`src/shared/cs_unit_pkg.sv`:
```
/*
 * Constants for the external chip-select unit: register indices, field
 * positions, reset values and the cycle state encoding.
 * Assumes an APB register port whose byte address is four times the index.
 */
`default_nettype none

package cs_unit_pkg;

   localparam int NUM_BANKS = 4;
   localparam int APB_AW = 12;
   localparam int IDX_W = 10;

   // Register indices; byte address is four times the index
   localparam logic [IDX_W-1:0] BASE_IDX [NUM_BANKS] =
      '{10'h080, 10'h08C, 10'h098, 10'h0A4};
   localparam logic [IDX_W-1:0] MASK_IDX [NUM_BANKS] =
      '{10'h084, 10'h090, 10'h09C, 10'h0A8};
   localparam logic [IDX_W-1:0] CTRL_IDX [NUM_BANKS] =
      '{10'h088, 10'h094, 10'h0A2, 10'h0AE};
   localparam logic [IDX_W-1:0] ATA_CFG_IDX = 10'h0B0;

   // Mask register fields
   localparam int MASK_VALID_BIT = 0;
   localparam int MASK_WP_BIT = 8;
   localparam int MASK_LO = 16;

   // Control register fields
   localparam int CTRL_WS_LO = 10;
   localparam int CTRL_WS_W = 4;
   localparam int CTRL_AA_BIT = 8;
   localparam int CTRL_PS_LO = 6;
   localparam int CTRL_BEM_BIT = 5;
   localparam int CTRL_BSTR_BIT = 4;
   localparam int CTRL_BSTW_BIT = 3;
   localparam logic [1:0] PS_16BIT = 2'h2;

   // Boot bank control after reset: auto acknowledge, 15 waits, 16-bit port
   localparam logic [15:0] CTRL0_RESET = 16'h3DA0;
   localparam logic [15:0] CTRL_RESET = 16'h0000;
   localparam logic [15:0] BASE_RESET = 16'h0000;
   localparam logic [31:0] MASK_RESET = 32'h0000_0000;
   localparam logic [15:0] ATA_CFG_RESET = 16'h0000;
   localparam logic [31:0] ATA_CFG_USED = 32'h0000_3776;

   // ata_config_one fields
   localparam int CFG_IDE_SPLIT_BIT = 1;
   localparam int CFG_CARD_SPLIT_BIT = 2;
   localparam int CFG_BUF1_LO = 4;
   localparam int CFG_BUF2_LO = 8;
   localparam int CFG_READY_LO = 12;

   localparam int BOOT_BANK = 0;
   localparam int IDE_BANK = 2;
   localparam int CARD_BANK = 3;

   typedef enum logic [1:0] {
      ST_IDLE = 2'b00,
      ST_ACTIVE = 2'b01,
      ST_DONE = 2'b11
   } cyc_state_t;

endpackage : cs_unit_pkg

`default_nettype wire

```
`src/rtl/cs_unit.sv`:
```
/*
 * External chip-select unit: bank decode, wait-state timing, AT-bus
 * strobes, read output enable and bus-buffer enables, with an APB slave
 * holding the base, mask and control registers of the four banks.
 * Assumes the bus side raises bus_start_i for one cycle with address and
 * direction valid and held until cycle_done_o or cycle_error_o.
 */
`timescale 1ns/1ns
`default_nettype none

// Overview of operation
// - Four selects, two buffer enables, one read enable
// - Masking gives 64KB to 4GB bank sizes
// - After reset every cycle selects boot bank
// - Only boot bank configured at reset
// - Reset clears second bank programming entirely
// - Second bank fully programmable, all fields
// - IDE strobes shared or split by configuration
// - IDE strobes allow over 16 waits
// - IDE cycles end on ready input
// - Card bank same features, same strobe option
// - Card strobes: over 16 waits, ready termination
// - Read enable changes on falling clock edges
// - Read enable only when a bank matches
// - Boot cycles: buffer one on, two off
// - Software picks buffer enables per other bank
// - Ready waits only on IDE and card banks
// - Base 16, mask 32, control 16 bits
// - Control sets width, waits, acknowledge; burst bits held only
// - Base sets start, mask sets size, attributes
// - No match ends cycle in error
// - Single match runs by its control register
// - Multiple match goes external, ends on acknowledge
// - Boot bank global after reset, relocatable
// - Boot control resets to acknowledge, 15 waits, 16-bit
// - Global until boot valid bit, only reset restores
// - Base compared with upper address bits

module cs_unit (
   input wire logic clk_sys_i,
   input wire logic resetn_i,
   input wire logic psel_i,
   input wire logic penable_i,
   input wire logic pwrite_i,
   input wire logic [cs_unit_pkg::APB_AW-1:0] paddr_i,
   input wire logic [31:0] pwdata_i,
   output logic [31:0] prdata_o,
   output logic pready_o,
   output logic pslverr_o,
   input wire logic bus_start_i,
   input wire logic [31:0] bus_addr_i,
   input wire logic bus_write_i,
   input wire logic ready_i,
   input wire logic transfer_acknowledge_pin_n_i,
   output logic boot_select_n_o,
   output logic second_select_n_o,
   output logic ide_bank_select_n_o,
   output logic card_bank_select_n_o,
   output logic ide_read_strobe_n_o,
   output logic ide_write_strobe_n_o,
   output logic card_read_strobe_n_o,
   output logic card_write_strobe_n_o,
   output logic read_oe_n_o,
   output logic first_buffer_enable_n_o,
   output logic second_buffer_enable_n_o,
   output logic [1:0] port_width_o,
   output logic cycle_done_o,
   output logic cycle_error_o
);

   localparam int NB = cs_unit_pkg::NUM_BANKS;
   localparam int WSW = cs_unit_pkg::CTRL_WS_W;

   ////////////////////////////////////////////////////////////////////////
   // Register file

   logic [15:0] bank_base_register [NB];
   logic [31:0] bank_mask_register [NB];
   logic [15:0] bank_control_register [NB];
   logic [15:0] ata_config_one;
   logic boot_global;

   wire [cs_unit_pkg::IDX_W-1:0] reg_idx = paddr_i[cs_unit_pkg::APB_AW-1:2];
   wire apb_access = psel_i & penable_i & ~pready_o;
   wire apb_wr = apb_access & pwrite_i;
   wire hit_cfg = (reg_idx == cs_unit_pkg::ATA_CFG_IDX);
   wire [NB-1:0] hit_base;
   wire [NB-1:0] hit_mask;
   wire [NB-1:0] hit_ctrl;
   wire [31:0] rd_term [NB+1];

   assign rd_term[0] = hit_cfg ? {16'h0000, ata_config_one} : 32'h0000_0000;

   genvar g;
   generate
      for (g = 0; g < NB; g++) begin : g_regs
         assign hit_base[g] = (reg_idx == cs_unit_pkg::BASE_IDX[g]);
         assign hit_mask[g] = (reg_idx == cs_unit_pkg::MASK_IDX[g]);
         assign hit_ctrl[g] = (reg_idx == cs_unit_pkg::CTRL_IDX[g]);
         assign rd_term[g+1] = rd_term[g]
            | (hit_base[g] ? {bank_base_register[g], 16'h0000} : 32'h0000_0000)
            | (hit_mask[g] ? bank_mask_register[g] : 32'h0000_0000)
            | (hit_ctrl[g] ? {16'h0000, bank_control_register[g]}
                           : 32'h0000_0000);

         // Every bank resets to unprogrammed except the boot bank control
         always_ff @(posedge clk_sys_i or negedge resetn_i) begin
            if (!resetn_i) begin
               bank_base_register[g] <= cs_unit_pkg::BASE_RESET;
               bank_mask_register[g] <= cs_unit_pkg::MASK_RESET;
               bank_control_register[g] <= (g == cs_unit_pkg::BOOT_BANK) ?
                  cs_unit_pkg::CTRL0_RESET : cs_unit_pkg::CTRL_RESET;
            end else if (apb_wr) begin
               // Base holds the upper address half only
               if (hit_base[g]) begin
                  bank_base_register[g] <= pwdata_i[31:16];
               end
               if (hit_mask[g]) begin
                  bank_mask_register[g] <= pwdata_i;
               end
               if (hit_ctrl[g]) begin
                  bank_control_register[g] <= pwdata_i[15:0];
               end
            end
         end
      end
   endgenerate

   wire any_hit = hit_cfg | (|hit_base) | (|hit_mask) | (|hit_ctrl);

   always_ff @(posedge clk_sys_i or negedge resetn_i) begin
      if (!resetn_i) begin
         ata_config_one <= cs_unit_pkg::ATA_CFG_RESET;
      end else if (apb_wr && hit_cfg) begin
         ata_config_one <= pwdata_i[15:0] & cs_unit_pkg::ATA_CFG_USED[15:0];
      end
   end

   // Leaving global mode is one-way; only reset brings it back
   always_ff @(posedge clk_sys_i or negedge resetn_i) begin
      if (!resetn_i) begin
         boot_global <= 1'b1;
      end else if (bank_mask_register[cs_unit_pkg::BOOT_BANK]
                   [cs_unit_pkg::MASK_VALID_BIT]) begin
         boot_global <= 1'b0;
      end
   end

   // One wait state in the access phase, so read data comes from a flop
   always_ff @(posedge clk_sys_i or negedge resetn_i) begin
      if (!resetn_i) begin
         pready_o <= 1'b0;
         prdata_o <= 32'h0000_0000;
         pslverr_o <= 1'b0;
      end else begin
         pready_o <= apb_access;
         prdata_o <= (apb_access && !pwrite_i) ? rd_term[NB] : 32'h0000_0000;
         pslverr_o <= apb_access & ~any_hit;
      end
   end

   ////////////////////////////////////////////////////////////////////////
   // Address decode

   wire [NB-1:0] bank_hit;
   generate
      for (g = 0; g < NB; g++) begin : g_dec
         // Mask bits set are don't-care, widening the block up to 4 GB
         wire [15:0] care = ~bank_mask_register[g][31:cs_unit_pkg::MASK_LO];
         wire addr_eq = ((bus_addr_i[31:16] ^ bank_base_register[g]) & care)
                        == 16'h0000;
         wire wp_block = bus_write_i &
                         bank_mask_register[g][cs_unit_pkg::MASK_WP_BIT];
         assign bank_hit[g] = addr_eq & ~wp_block &
            bank_mask_register[g][cs_unit_pkg::MASK_VALID_BIT];
      end
   endgenerate

   // Global mode forces the boot bank alone, whatever the address
   wire [NB-1:0] boot_only = 4'b0001;
   wire [NB-1:0] match = boot_global ? boot_only : bank_hit;
   wire no_match = (match == 4'b0000);
   wire one_match = ~no_match &
      ((match & (match - 4'b0001)) == 4'b0000);

   ////////////////////////////////////////////////////////////////////////
   // Cycle sequencer

   cs_unit_pkg::cyc_state_t state;
   cs_unit_pkg::cyc_state_t next_state;
   logic [NB-1:0] sel;
   logic external;
   logic wr_cyc;
   logic [WSW-1:0] wait_cnt;
   logic use_ready;
   logic aa_on;

   // Index of the single matching bank
   logic [1:0] bank_ix;
   always_comb begin
      bank_ix = 2'd0;
      for (int i = NB - 1; i >= 0; i--) begin
         if (match[i]) begin
            bank_ix = 2'(i);
         end
      end
   end

   wire [15:0] ctrl_sel = bank_control_register[bank_ix];
   wire ready_bank = (bank_ix == 2'(cs_unit_pkg::IDE_BANK)) |
                     (bank_ix == 2'(cs_unit_pkg::CARD_BANK));
   wire start_ok = (state == cs_unit_pkg::ST_IDLE) & bus_start_i;
   wire ta_seen = ~transfer_acknowledge_pin_n_i;

   // Auto acknowledge: waits elapsed, plus ready for AT-bus banks.
   // Without auto acknowledge or on multi-match, only the pin ends it.
   wire internal_end = aa_on & ~external & (wait_cnt == '0) &
                       (~use_ready | ready_i);
   wire cyc_end = (state == cs_unit_pkg::ST_ACTIVE) &
                  (internal_end | ((external | ~aa_on) & ta_seen));

   always_comb begin
      next_state = state;
      case (state)
         cs_unit_pkg::ST_IDLE: begin
            if (start_ok && !no_match) begin
               next_state = cs_unit_pkg::ST_ACTIVE;
            end
         end
         cs_unit_pkg::ST_ACTIVE: begin
            if (cyc_end) begin
               next_state = cs_unit_pkg::ST_DONE;
            end
         end
         cs_unit_pkg::ST_DONE: begin
            next_state = cs_unit_pkg::ST_IDLE;
         end
         default: begin
            next_state = cs_unit_pkg::ST_IDLE;
         end
      endcase
   end

   always_ff @(posedge clk_sys_i or negedge resetn_i) begin
      if (!resetn_i) begin
         state <= cs_unit_pkg::ST_IDLE;
         sel <= 4'b0000;
         external <= 1'b0;
         wr_cyc <= 1'b0;
         wait_cnt <= '0;
         use_ready <= 1'b0;
         aa_on <= 1'b0;
         port_width_o <= 2'b00;
      end else begin
         state <= next_state;
         if (start_ok && !no_match) begin
            sel <= match;
            external <= ~one_match;
            wr_cyc <= bus_write_i;
            wait_cnt <= ctrl_sel[cs_unit_pkg::CTRL_WS_LO +: WSW];
            aa_on <= ctrl_sel[cs_unit_pkg::CTRL_AA_BIT];
            use_ready <= ready_bank & ata_config_one[cs_unit_pkg::CFG_READY_LO
                         - cs_unit_pkg::IDE_BANK + bank_ix];
            port_width_o <= ctrl_sel[cs_unit_pkg::CTRL_PS_LO +: 2];
         end else if (state == cs_unit_pkg::ST_ACTIVE) begin
            if (wait_cnt != '0) begin
               wait_cnt <= wait_cnt - 1'b1;
            end
            if (cyc_end) begin
               sel <= 4'b0000;
            end
         end
      end
   end

   always_ff @(posedge clk_sys_i or negedge resetn_i) begin
      if (!resetn_i) begin
         cycle_done_o <= 1'b0;
         cycle_error_o <= 1'b0;
      end else begin
         cycle_done_o <= cyc_end;
         cycle_error_o <= start_ok & no_match;
      end
   end

   ////////////////////////////////////////////////////////////////////////
   // Pin outputs

   wire active = (state == cs_unit_pkg::ST_ACTIVE) & ~cyc_end;
   wire [NB-1:0] next_sel = (start_ok && !no_match) ? match :
                            (active ? sel : 4'b0000);
   wire next_wr = start_ok ? bus_write_i : wr_cyc;
   wire ide_split = ata_config_one[cs_unit_pkg::CFG_IDE_SPLIT_BIT];
   wire card_split = ata_config_one[cs_unit_pkg::CFG_CARD_SPLIT_BIT];
   wire [2:0] buf1_en = ata_config_one[cs_unit_pkg::CFG_BUF1_LO +: 3];
   wire [2:0] buf2_en = ata_config_one[cs_unit_pkg::CFG_BUF2_LO +: 3];
   wire next_buf1 = next_sel[0] | (|(next_sel[3:1] & buf1_en));
   wire next_buf2 = ~next_sel[0] & (|(next_sel[3:1] & buf2_en));

   always_ff @(posedge clk_sys_i or negedge resetn_i) begin
      if (!resetn_i) begin
         boot_select_n_o <= 1'b1;
         second_select_n_o <= 1'b1;
         ide_bank_select_n_o <= 1'b1;
         card_bank_select_n_o <= 1'b1;
         ide_read_strobe_n_o <= 1'b1;
         ide_write_strobe_n_o <= 1'b1;
         card_read_strobe_n_o <= 1'b1;
         card_write_strobe_n_o <= 1'b1;
         first_buffer_enable_n_o <= 1'b1;
         second_buffer_enable_n_o <= 1'b1;
      end else begin
         boot_select_n_o <= ~next_sel[0];
         second_select_n_o <= ~next_sel[1];
         ide_bank_select_n_o <= ~next_sel[2];
         card_bank_select_n_o <= ~next_sel[3];
         ide_read_strobe_n_o <= ~(next_sel[2] &
                                  (~next_wr | ~ide_split));
         ide_write_strobe_n_o <= ~(next_sel[2] & next_wr & ide_split);
         card_read_strobe_n_o <= ~(next_sel[3] &
                                   (~next_wr | ~card_split));
         card_write_strobe_n_o <= ~(next_sel[3] & next_wr & card_split);
         first_buffer_enable_n_o <= ~next_buf1;
         second_buffer_enable_n_o <= ~next_buf2;
      end
   end

   // Falling-edge flop gives half a cycle of setup before the memory drives
   always_ff @(negedge clk_sys_i or negedge resetn_i) begin
      if (!resetn_i) begin
         read_oe_n_o <= 1'b1;
      end else begin
         read_oe_n_o <= ~(active & ~wr_cyc & (|sel));
      end
   end

   ////////////////////////////////////////////////////////////////////////
   // Assertions

   AST_GLOBAL_BOOT: assert property (@(posedge clk_sys_i) disable iff (!resetn_i)
      boot_global && start_ok |=> !boot_select_n_o && second_select_n_o
      && ide_bank_select_n_o && card_bank_select_n_o)
      else $error("global mode did not select boot bank only");

   AST_NO_MATCH_ERR: assert property (@(posedge clk_sys_i) disable iff (!resetn_i)
      start_ok && no_match |=> cycle_error_o && state == cs_unit_pkg::ST_IDLE)
      else $error("unmatched cycle did not end in error");

   AST_MULTI_EXT: assert property (@(posedge clk_sys_i) disable iff (!resetn_i)
      start_ok && !no_match && !one_match |=> external
      ##0 (state == cs_unit_pkg::ST_ACTIVE))
      else $error("multiple match not taken external");

   AST_EXT_WAITS_TA: assert property (@(posedge clk_sys_i) disable iff (!resetn_i)
      state == cs_unit_pkg::ST_ACTIVE && external && transfer_acknowledge_pin_n_i
      |=> !cycle_done_o)
      else $error("external cycle ended without acknowledge");

   AST_AA_WAITS: assert property (@(posedge clk_sys_i) disable iff (!resetn_i)
      start_ok && one_match && ctrl_sel[cs_unit_pkg::CTRL_AA_BIT]
      && !ready_bank && ctrl_sel[cs_unit_pkg::CTRL_WS_LO +: WSW] == 4'd1
      |=> ##2 cycle_done_o)
      else $error("auto acknowledge wait count wrong");

   AST_READY_HOLD: assert property (@(posedge clk_sys_i) disable iff (!resetn_i)
      state == cs_unit_pkg::ST_ACTIVE && use_ready && !ready_i && !external
      && aa_on |=> !cycle_done_o)
      else $error("ready bank ended while ready low");

   AST_OE_MATCH: assert property (@(posedge clk_sys_i) disable iff (!resetn_i)
      !read_oe_n_o |-> sel != 4'b0000 && !wr_cyc)
      else $error("read enable without a bank match");

   AST_BOOT_BUF: assert property (@(posedge clk_sys_i) disable iff (!resetn_i)
      !boot_select_n_o |-> !first_buffer_enable_n_o
      && second_buffer_enable_n_o)
      else $error("buffer enables wrong on boot cycle");

   AST_SPLIT_WR: assert property (@(posedge clk_sys_i) disable iff (!resetn_i)
      !ide_write_strobe_n_o |-> !ide_bank_select_n_o && ide_read_strobe_n_o
      && $past(ide_split))
      else $error("IDE write strobe without split write cycle");

   AST_GLOBAL_STICKY: assert property (@(posedge clk_sys_i) disable iff (!resetn_i)
      !boot_global |=> !boot_global)
      else $error("global mode came back without reset");

endmodule : cs_unit

`default_nettype wire

```
`config.mk`:
```
export PLATFORM = sky130hd
export DESIGN_NAME = cs_unit
export DESIGN_NICKNAME = d
export VERILOG_FILES = /design/src/shared/cs_unit_pkg.sv /design/src/rtl/cs_unit.sv
export SDC_FILE = /design/constraint.sdc
export NUM_CORES = 1
export LEC_CHECK = 0
export BUFFER_PORTS_ARGS = -buffer_cell sky130_fd_sc_hd__buf_4
export CAP_MARGIN = 15
export CORE_AREA = 5 5 136 267
export CTS_CLUSTER_SIZE = 16
export DETAILED_ROUTE_END_ITERATION = 8
export DIE_AREA = 0 0 141 272
export GPL_TIMING_DRIVEN = 1
export HOLD_SLACK_MARGIN = 0.15
export SYNTH_ARGS = -nofsm -noshare
export SYNTH_HDL_FRONTEND = slang
export SYNTH_SLANG_ARGS = --single-unit
```
`constraint.sdc`:
```
create_clock -name clk_sys_i -period 1.9 [get_ports clk_sys_i]
set_input_delay 0.19 -clock clk_sys_i [delete_from_list [all_inputs] [get_ports clk_sys_i]]
set_output_delay 0.19 -clock clk_sys_i [all_outputs]
set_load 0.03 [all_outputs]
```
==> results.md, run 1 <==
- Worst Reg-to-Reg Cells: 10
- Mean Syn Cell Area: 12.9 µm²
- Clk pin slew, worst setup/hold paths: 70 ps
- Failing checks: setup timing
- Most common cell in the netlist: dfrtp_1
- Part of the Yosys area used for sequential elements: 54.9%
- Crit Reg-Reg Endpoint: port_width_o[0]
- Slew Limit Fails: 0
- Clock buffer depth: 3
- Leakage: 0.0101 µW
- Power density over the cells: 697 nW/µm²
- Flop2flop setup slack: -410 ps
- Worst EP required: 1710 ps
- Initial antenna violation count: 0
- Crit path setup slack, layout: -501 ps
- Critical path capture point type: output port
- #FFs+latches synth: 330
- Layout area overhead: 38.0%
- Worst Hold End: bank_control_register[21]
- Mapped Cells: roughly 1200
- Die Y: 272 µm
- Hold WC Path Type: input pin to register
- TritonRoute pass-1 iters: 5
- Syn_nets: roughly 1300
- Area share of the largest cell type after synthesis: 51.6%
- First-pass GRT wire length: slightly above 70 mm
- CTS root buf: clkbuf_16
- CP peak stage delay: 520 ps
- Critical path fanouts, max: 1
- Post-synth EDFFs: 0
- Fin Clk Skew: 48.7 ps
- Ys flop type: dfrtp_1
- Number of global-route vias before repair: 12400
- Area leader, netlist: dfrtp_1
- Ports: 134
- Core area: 34100 µm²
- Finish-stage setup viols: 25
- Slew @ Worst Pin: 1060 ps
- Status: complete, but fails checks
- Final #Nets: 1656
- Worst Path Buf+Inv: 1
- Total gr overflow: 0
- Starting Density: 44.2%
- Worst Path Arrival: 2210 ps
- Drt drc: 0
- Die Area: ~38000 µm²
- Worst path cell trace: buf_6
- GRT Util Overall: ~24%
- Clk_lat worst skew: ~610 ps
- Synth async-reset ratio: 100%
- GP Congestion: 0.858
- Design Area, Final: 20800 µm²
- Yosys warns: 0
- Post-Synthesis Cell Area: 15100 µm²
- Std-Cell Rows: between 90 and 100
- Post-DP Area: 18600 µm²
- TritonCTS Sinks: 330
- Top cells by area, synth: dfrtp_1 52%, mux2_2 13%, mux2_1 6.8%
- Design Power: around 15000 µW
- Detail Placement HPWL: 32.5 mm
- Hold depth: 5
- Remaining antenna violation count: 0
- Share of cells above drive strength 1: 48.2%
- Fin. Hold Viols: 0
- Initial DRC count: 750
- Number of max-cap violations: 0
- Max_slew headroom: just under 30%
- Reg-to-Reg Start: bank_base_register[16]
- Distinct cells, synth: 59
- CTS tree: built
- Top delay family on crit path: flip-flops
- H-tree Lvls: 1
- Largest net degree at the start of global routing: 177
- VDD IR max: 0.849 mV
- Vias per cell: 5.60
- Critical path's slowest cell: dfstp_2
- TNS Setup: -6950 ps
- Die Width: around 140 µm
- Routed WL: 46.7 mm
- DR WL/cell: 23.0 µm
- Synth cell count leaders: 311 x dfrtp_1, 173 x mux2_2, 91 x mux2_1, 65 x a22oi_1, 64 x xnor2_1
- Startpoint types: register
- Worst Setup Path Type: register to output port
- Min-delay src: paddr_i[5]
- RSZ-0062 raised after global routing: true
- Total CTS buffers: 31
- Via count: around 11000
- IO Port Bufs: 115
- N_diodes: 0
## cell families (layout without fill, tap and decap cells)
logic type,after synthesis,in the layout,share of synthesized area (%)
flops,330,330,54.9
mux,275,275,20.4
compound gates,243,243,11.6
simple gates,156,156,5.76
buf+inv,97,520,3.13
xor+xnor,67,67,4.04
fa+ha+maj,2,2,0.166
## per-stage QoR
step / cells / worst slack [ps] / util (%) / hold WS [ps]
final: 2034 / -501 / 61.0 / 207
after CTS: 2024 / -524 / 60.1 / 186
after detailed placement: 1918 / -522 / 54.6 / 291
after global routing: 2034 / -535 / 61.0 / 218
after floorplan: 1170 / -231 / - / -106
after global placement: 1918 / -528 / 54.6 / 296
## worst max path at each step
stage / startpoint / end / slack, ps / depth (start not counted)
CTS: read_oe_n_o / read_oe_n_o / -520 / 1
global route: bank_base_register[16] / port_width_o[0] / -530 / 10
finish: read_oe_n_o / read_oe_n_o / -500 / 1
global placement: bank_base_register[49] / port_width_o[0] / -530 / 9
detailed placement: bank_base_register[49] / port_width_o[0] / -520 / 9
floorplan: wait_cnt[0] / read_oe_n_o / -230 / 7
## power breakdown
group	internal (µW)	switching, µW	total [µW]
clock	3410	2780	6190
sequential	7100	58.1	7160
combinational	543	617	1160
## routing by layer
| metal | vias up | track usage [%] | share of wire (%) |
|---|---|---|---|
| met5 | - | 0 | 0 |
| li1 | 5130 | - | - |
| met4 | 0 | 12.4 | 5.4 |
| met1 | 5845 | 27.3 | 36 |
| met2 | 309 | 45.4 | 55 |
| met3 | 112 | 2.42 | 3.6 |
## state kept, by name, indices dropped and copies added, names as in the netlist, 2 cells and up
name	count
bank_base_register	64
state	2
ata_config_one	10
bank_control_register	64
sel	4
port_width_o	2
prdata_o	32
wait_cnt	4
bank_mask_register	128
## area by class of cell
type,count,area [µm²]
clock buffers,42,887
clock inverters,16,116
fillers,2836,13300
inverters,21,78.8
multi-input cells,743,6940
flip-flops and latches,330,8280
well taps,441,552
repair buffers,441,3970
## timing repair
item | in CTS | in global routing
hold endpoints to repair | 583 | 1
resized for setup | 88 | 45
hold buffers | 37 | 1
gates cloned | 1 | 0
pin swaps | 38 | 32
setup buffers | 16 | 10
endpoints found under the setup margin | 28 | 27
## placed cells by master (no fill, tap or decap), drive strengths merged, types with 7 or more instances in the layout
cell	netlist	layout
a21oi	7	7
a221oi	32	32
a22o	22	22
a22oi	66	66
a31oi	38	38
buf	56	402
clkbuf	19	42
clkinv	0	10
dfrtp	311	311
dfstp	19	19
dlygate4sd3	0	38
inv	22	24
mux2	264	264
mux2i	11	11
nand2	50	50
nand3	11	11
nand3b	8	8
nor2	40	40
nor3	7	7
nor4	11	11
o21ai	33	33
o22ai	26	26
xnor2	67	67
(Power assumes the default switching activity.)
==> run 2: changes to the inputs <==
MAX_ROUTING_LAYER = met4   (was not set)
==> results.md, run 2 (synthesis results as in run 1) <==
- Largest net degree at the start of global routing: 132 (-25%)
- Clk pin slew, worst setup/hold paths: 70 ps (about the same)
- WHS: 219 ps (+11.3 ps)
- Worst Path Arrival: 2190 ps (-20 ps)
- Layout area overhead: 38.1% (about the same)
- Design Power: 15100 µW (+4.4%)
- VDD IR max: 0.763 mV (-10%)
- Hold WC Path Type: input pin to register
- Detail Placement HPWL: 33.1 mm (+1.9%)
- Number of global-route vias before repair: 12200 (-1.9%)
- Drt drc: 0 (unchanged)
- Std-Cell Rows: 96 (unchanged)
- Starting Density: 44.2% (unchanged)
- First-pass GRT wire length: 71.4 mm (-0.98%)
- Share of cells above drive strength 1: 47.7% (-0.51 points)
- GP Congestion: 0.881 (+2.8%)
- Clock buffer depth: 3 (unchanged)
- Critical path's slowest cell: dfstp_2
- Slew Limit Fails: 0 (unchanged)
- Critical path fanouts, max: 1 (unchanged)
- Leakage: 0.0101 µW (+0.24%)
- Commonest non-fill, non-tap cells in the layout: 350 x buf_4, 311 x dfrtp_1, 172 x mux2_2
- H-tree Lvls: 1 (unchanged)
- GRT Util Overall: 25.0% (+0.54 points)
- Core Util, Final: 61.1% (about the same)
- Largest Register: bank_mask_register
- Clk_lat worst skew: 600 ps (about the same)
- Min-delay src: paddr_i[5]
- TritonCTS Sinks: 330 (unchanged)
- Critical path capture point type: output port
- Reg-to-Reg Start: bank_base_register[20]
- Worst Path Buf+Inv: 1 (unchanged)
- Most common cell after layout, fill and taps aside: buf_4
- CTS root buf: clkbuf_16
- Worst EP required: 1710 ps (about the same)
- Die Width: 141 µm (unchanged)
- Via count: 11300 (-0.61%)
- IO Port Bufs: 115 (unchanged)
- Total gr overflow: 0 (unchanged)
- Cells after DPL: 1923 (+0.26%)
- Fin. Hold Viols: 0 (unchanged)
- Status: complete, but fails checks
- TritonRoute pass-1 iters: 8 (+3)
- Top flop regs: bank_mask_register (128), bank_base_register (64), bank_control_register (64)
- DR WL/cell: 22.9 µm (-0.32%)
- Ports: 134 (unchanged)
- Fin Clk Skew: 45.9 ps (-2.84 ps)
- Total CTS buffers: 30 (-3.2%)
- RSZ-0062 raised after global routing: true
- Failing checks: setup timing
- Worst Setup Path Type: register to output port
- Number of max-cap violations: 0 (unchanged)
- Initial antenna violation count: 1 (+1)
- Core area: 34100 µm² (unchanged)
- Die Area: 38400 µm² (unchanged)
- Remaining antenna violation count: 0 (unchanged)
- Die Y: 272 µm (unchanged)
- Worst path cell trace: buf_6
- Power density over the cells: 727 nW/µm² (+4.4%)
- Worst setup startpoint: read_oe_n_o
- Vias per cell: 5.57 (-0.57%)
- CP peak stage delay: 520 ps (about the same)
- Slew @ Worst Pin: 760 ps (-305 ps)
- Initial DRC count: 649 (-13%)
- CTS tree: built
- Max_slew headroom: 49.4% (+20 points)
- Top delay family on crit path: flip-flops
- Routed WL: 46.6 mm (-0.37%)
- Finish-stage setup viols: 23 (-8.0%)
- Final #Nets: 1654 (-0.12%)
- Crit path setup slack, layout: -480 ps (+20.7 ps)
- Max reg flops: 128 (unchanged)
- Non-filler cells, final: 2033 (-0.049%)
- Startpoint types: register
- # fillers: 2817 (-0.67%)
## run 2: changes by cell type in the layout (fill, tap and decap cells not counted), sizes merged
cell,before,now
bufbuf,1,0
bufinv,1,7
clkinv,10,7
clkinvlp,2,0
diode,0,1
inv,24,22
## run 2: per-stage QoR
| step | area [µm²] | worst slack [ps] | setup TNS (ps) |
|---|---|---|---|
| 2_1_floorplan | 15100 | -231 | -1380 |
| 3_3_place_gp | 18700 | -526 | -24390 |
| 3_5_place_dp | 18700 | -542 | -25940 |
| 4_1_cts | 20500 | -500 | -5110 |
| 5_1_grt | 20800 | -517 | -7510 |
| 6_report | 20800 | -480 | -6010 |
## run 2: path summary, 6_finish.rpt
kind                       cells past startpoint                   endpoint  slack [ps]
setup / recovery                               1                read_oe_n_o        -480
hold / removal                                 5  bank_control_register[24]         220
setup reg to reg                              10                wait_cnt[2]        -420
hold reg to reg                                1     bank_mask_register[37]         490
max in group asynchronous                      2                read_oe_n_o         770
min in group asynchronous                      3              cycle_error_o         280
## run 2: cell type report
class	instances	area [µm²]	share of cell area (%)
antenna	1	2.50	0.0120
clock buffer	42	877	4.21
clock inverter	15	248	1.19
inverter	21	78.8	0.378
multi-input combinational	743	6910	33.2
sequential	330	8280	39.7
tap	441	552	2.65
timing repair buffer	440	3890	18.7
## run 2: routing by layer
layer	global-route usage [%]	wire, µm	up-vias	part of all wire, %
li1	-	-	5136	-
met1	27.2	16800	5781	36
met2	44.7	25500	298	55
met3	2.60	1790	111	3.9
met4	12.6	2440	0	5.2
met5	-	0	-	0
## run 2: what timing repair did
action	4_1_cts	5_1_grt
endpoints found under the setup margin	28	27
hold buffers	38	0
gates resized for setup	70	48
gates cloned	1	0
pin swaps	31	34
buffers inserted	14	9
hold endpoints to repair	582	0
## run 2: power by group
part | internal [µW] | switching [µW] | total [µW]
Clock | 4160 | 2680 | 6840
Sequential | 7100 | 59.9 | 7160
Combinational | 533 | 612 | 1150
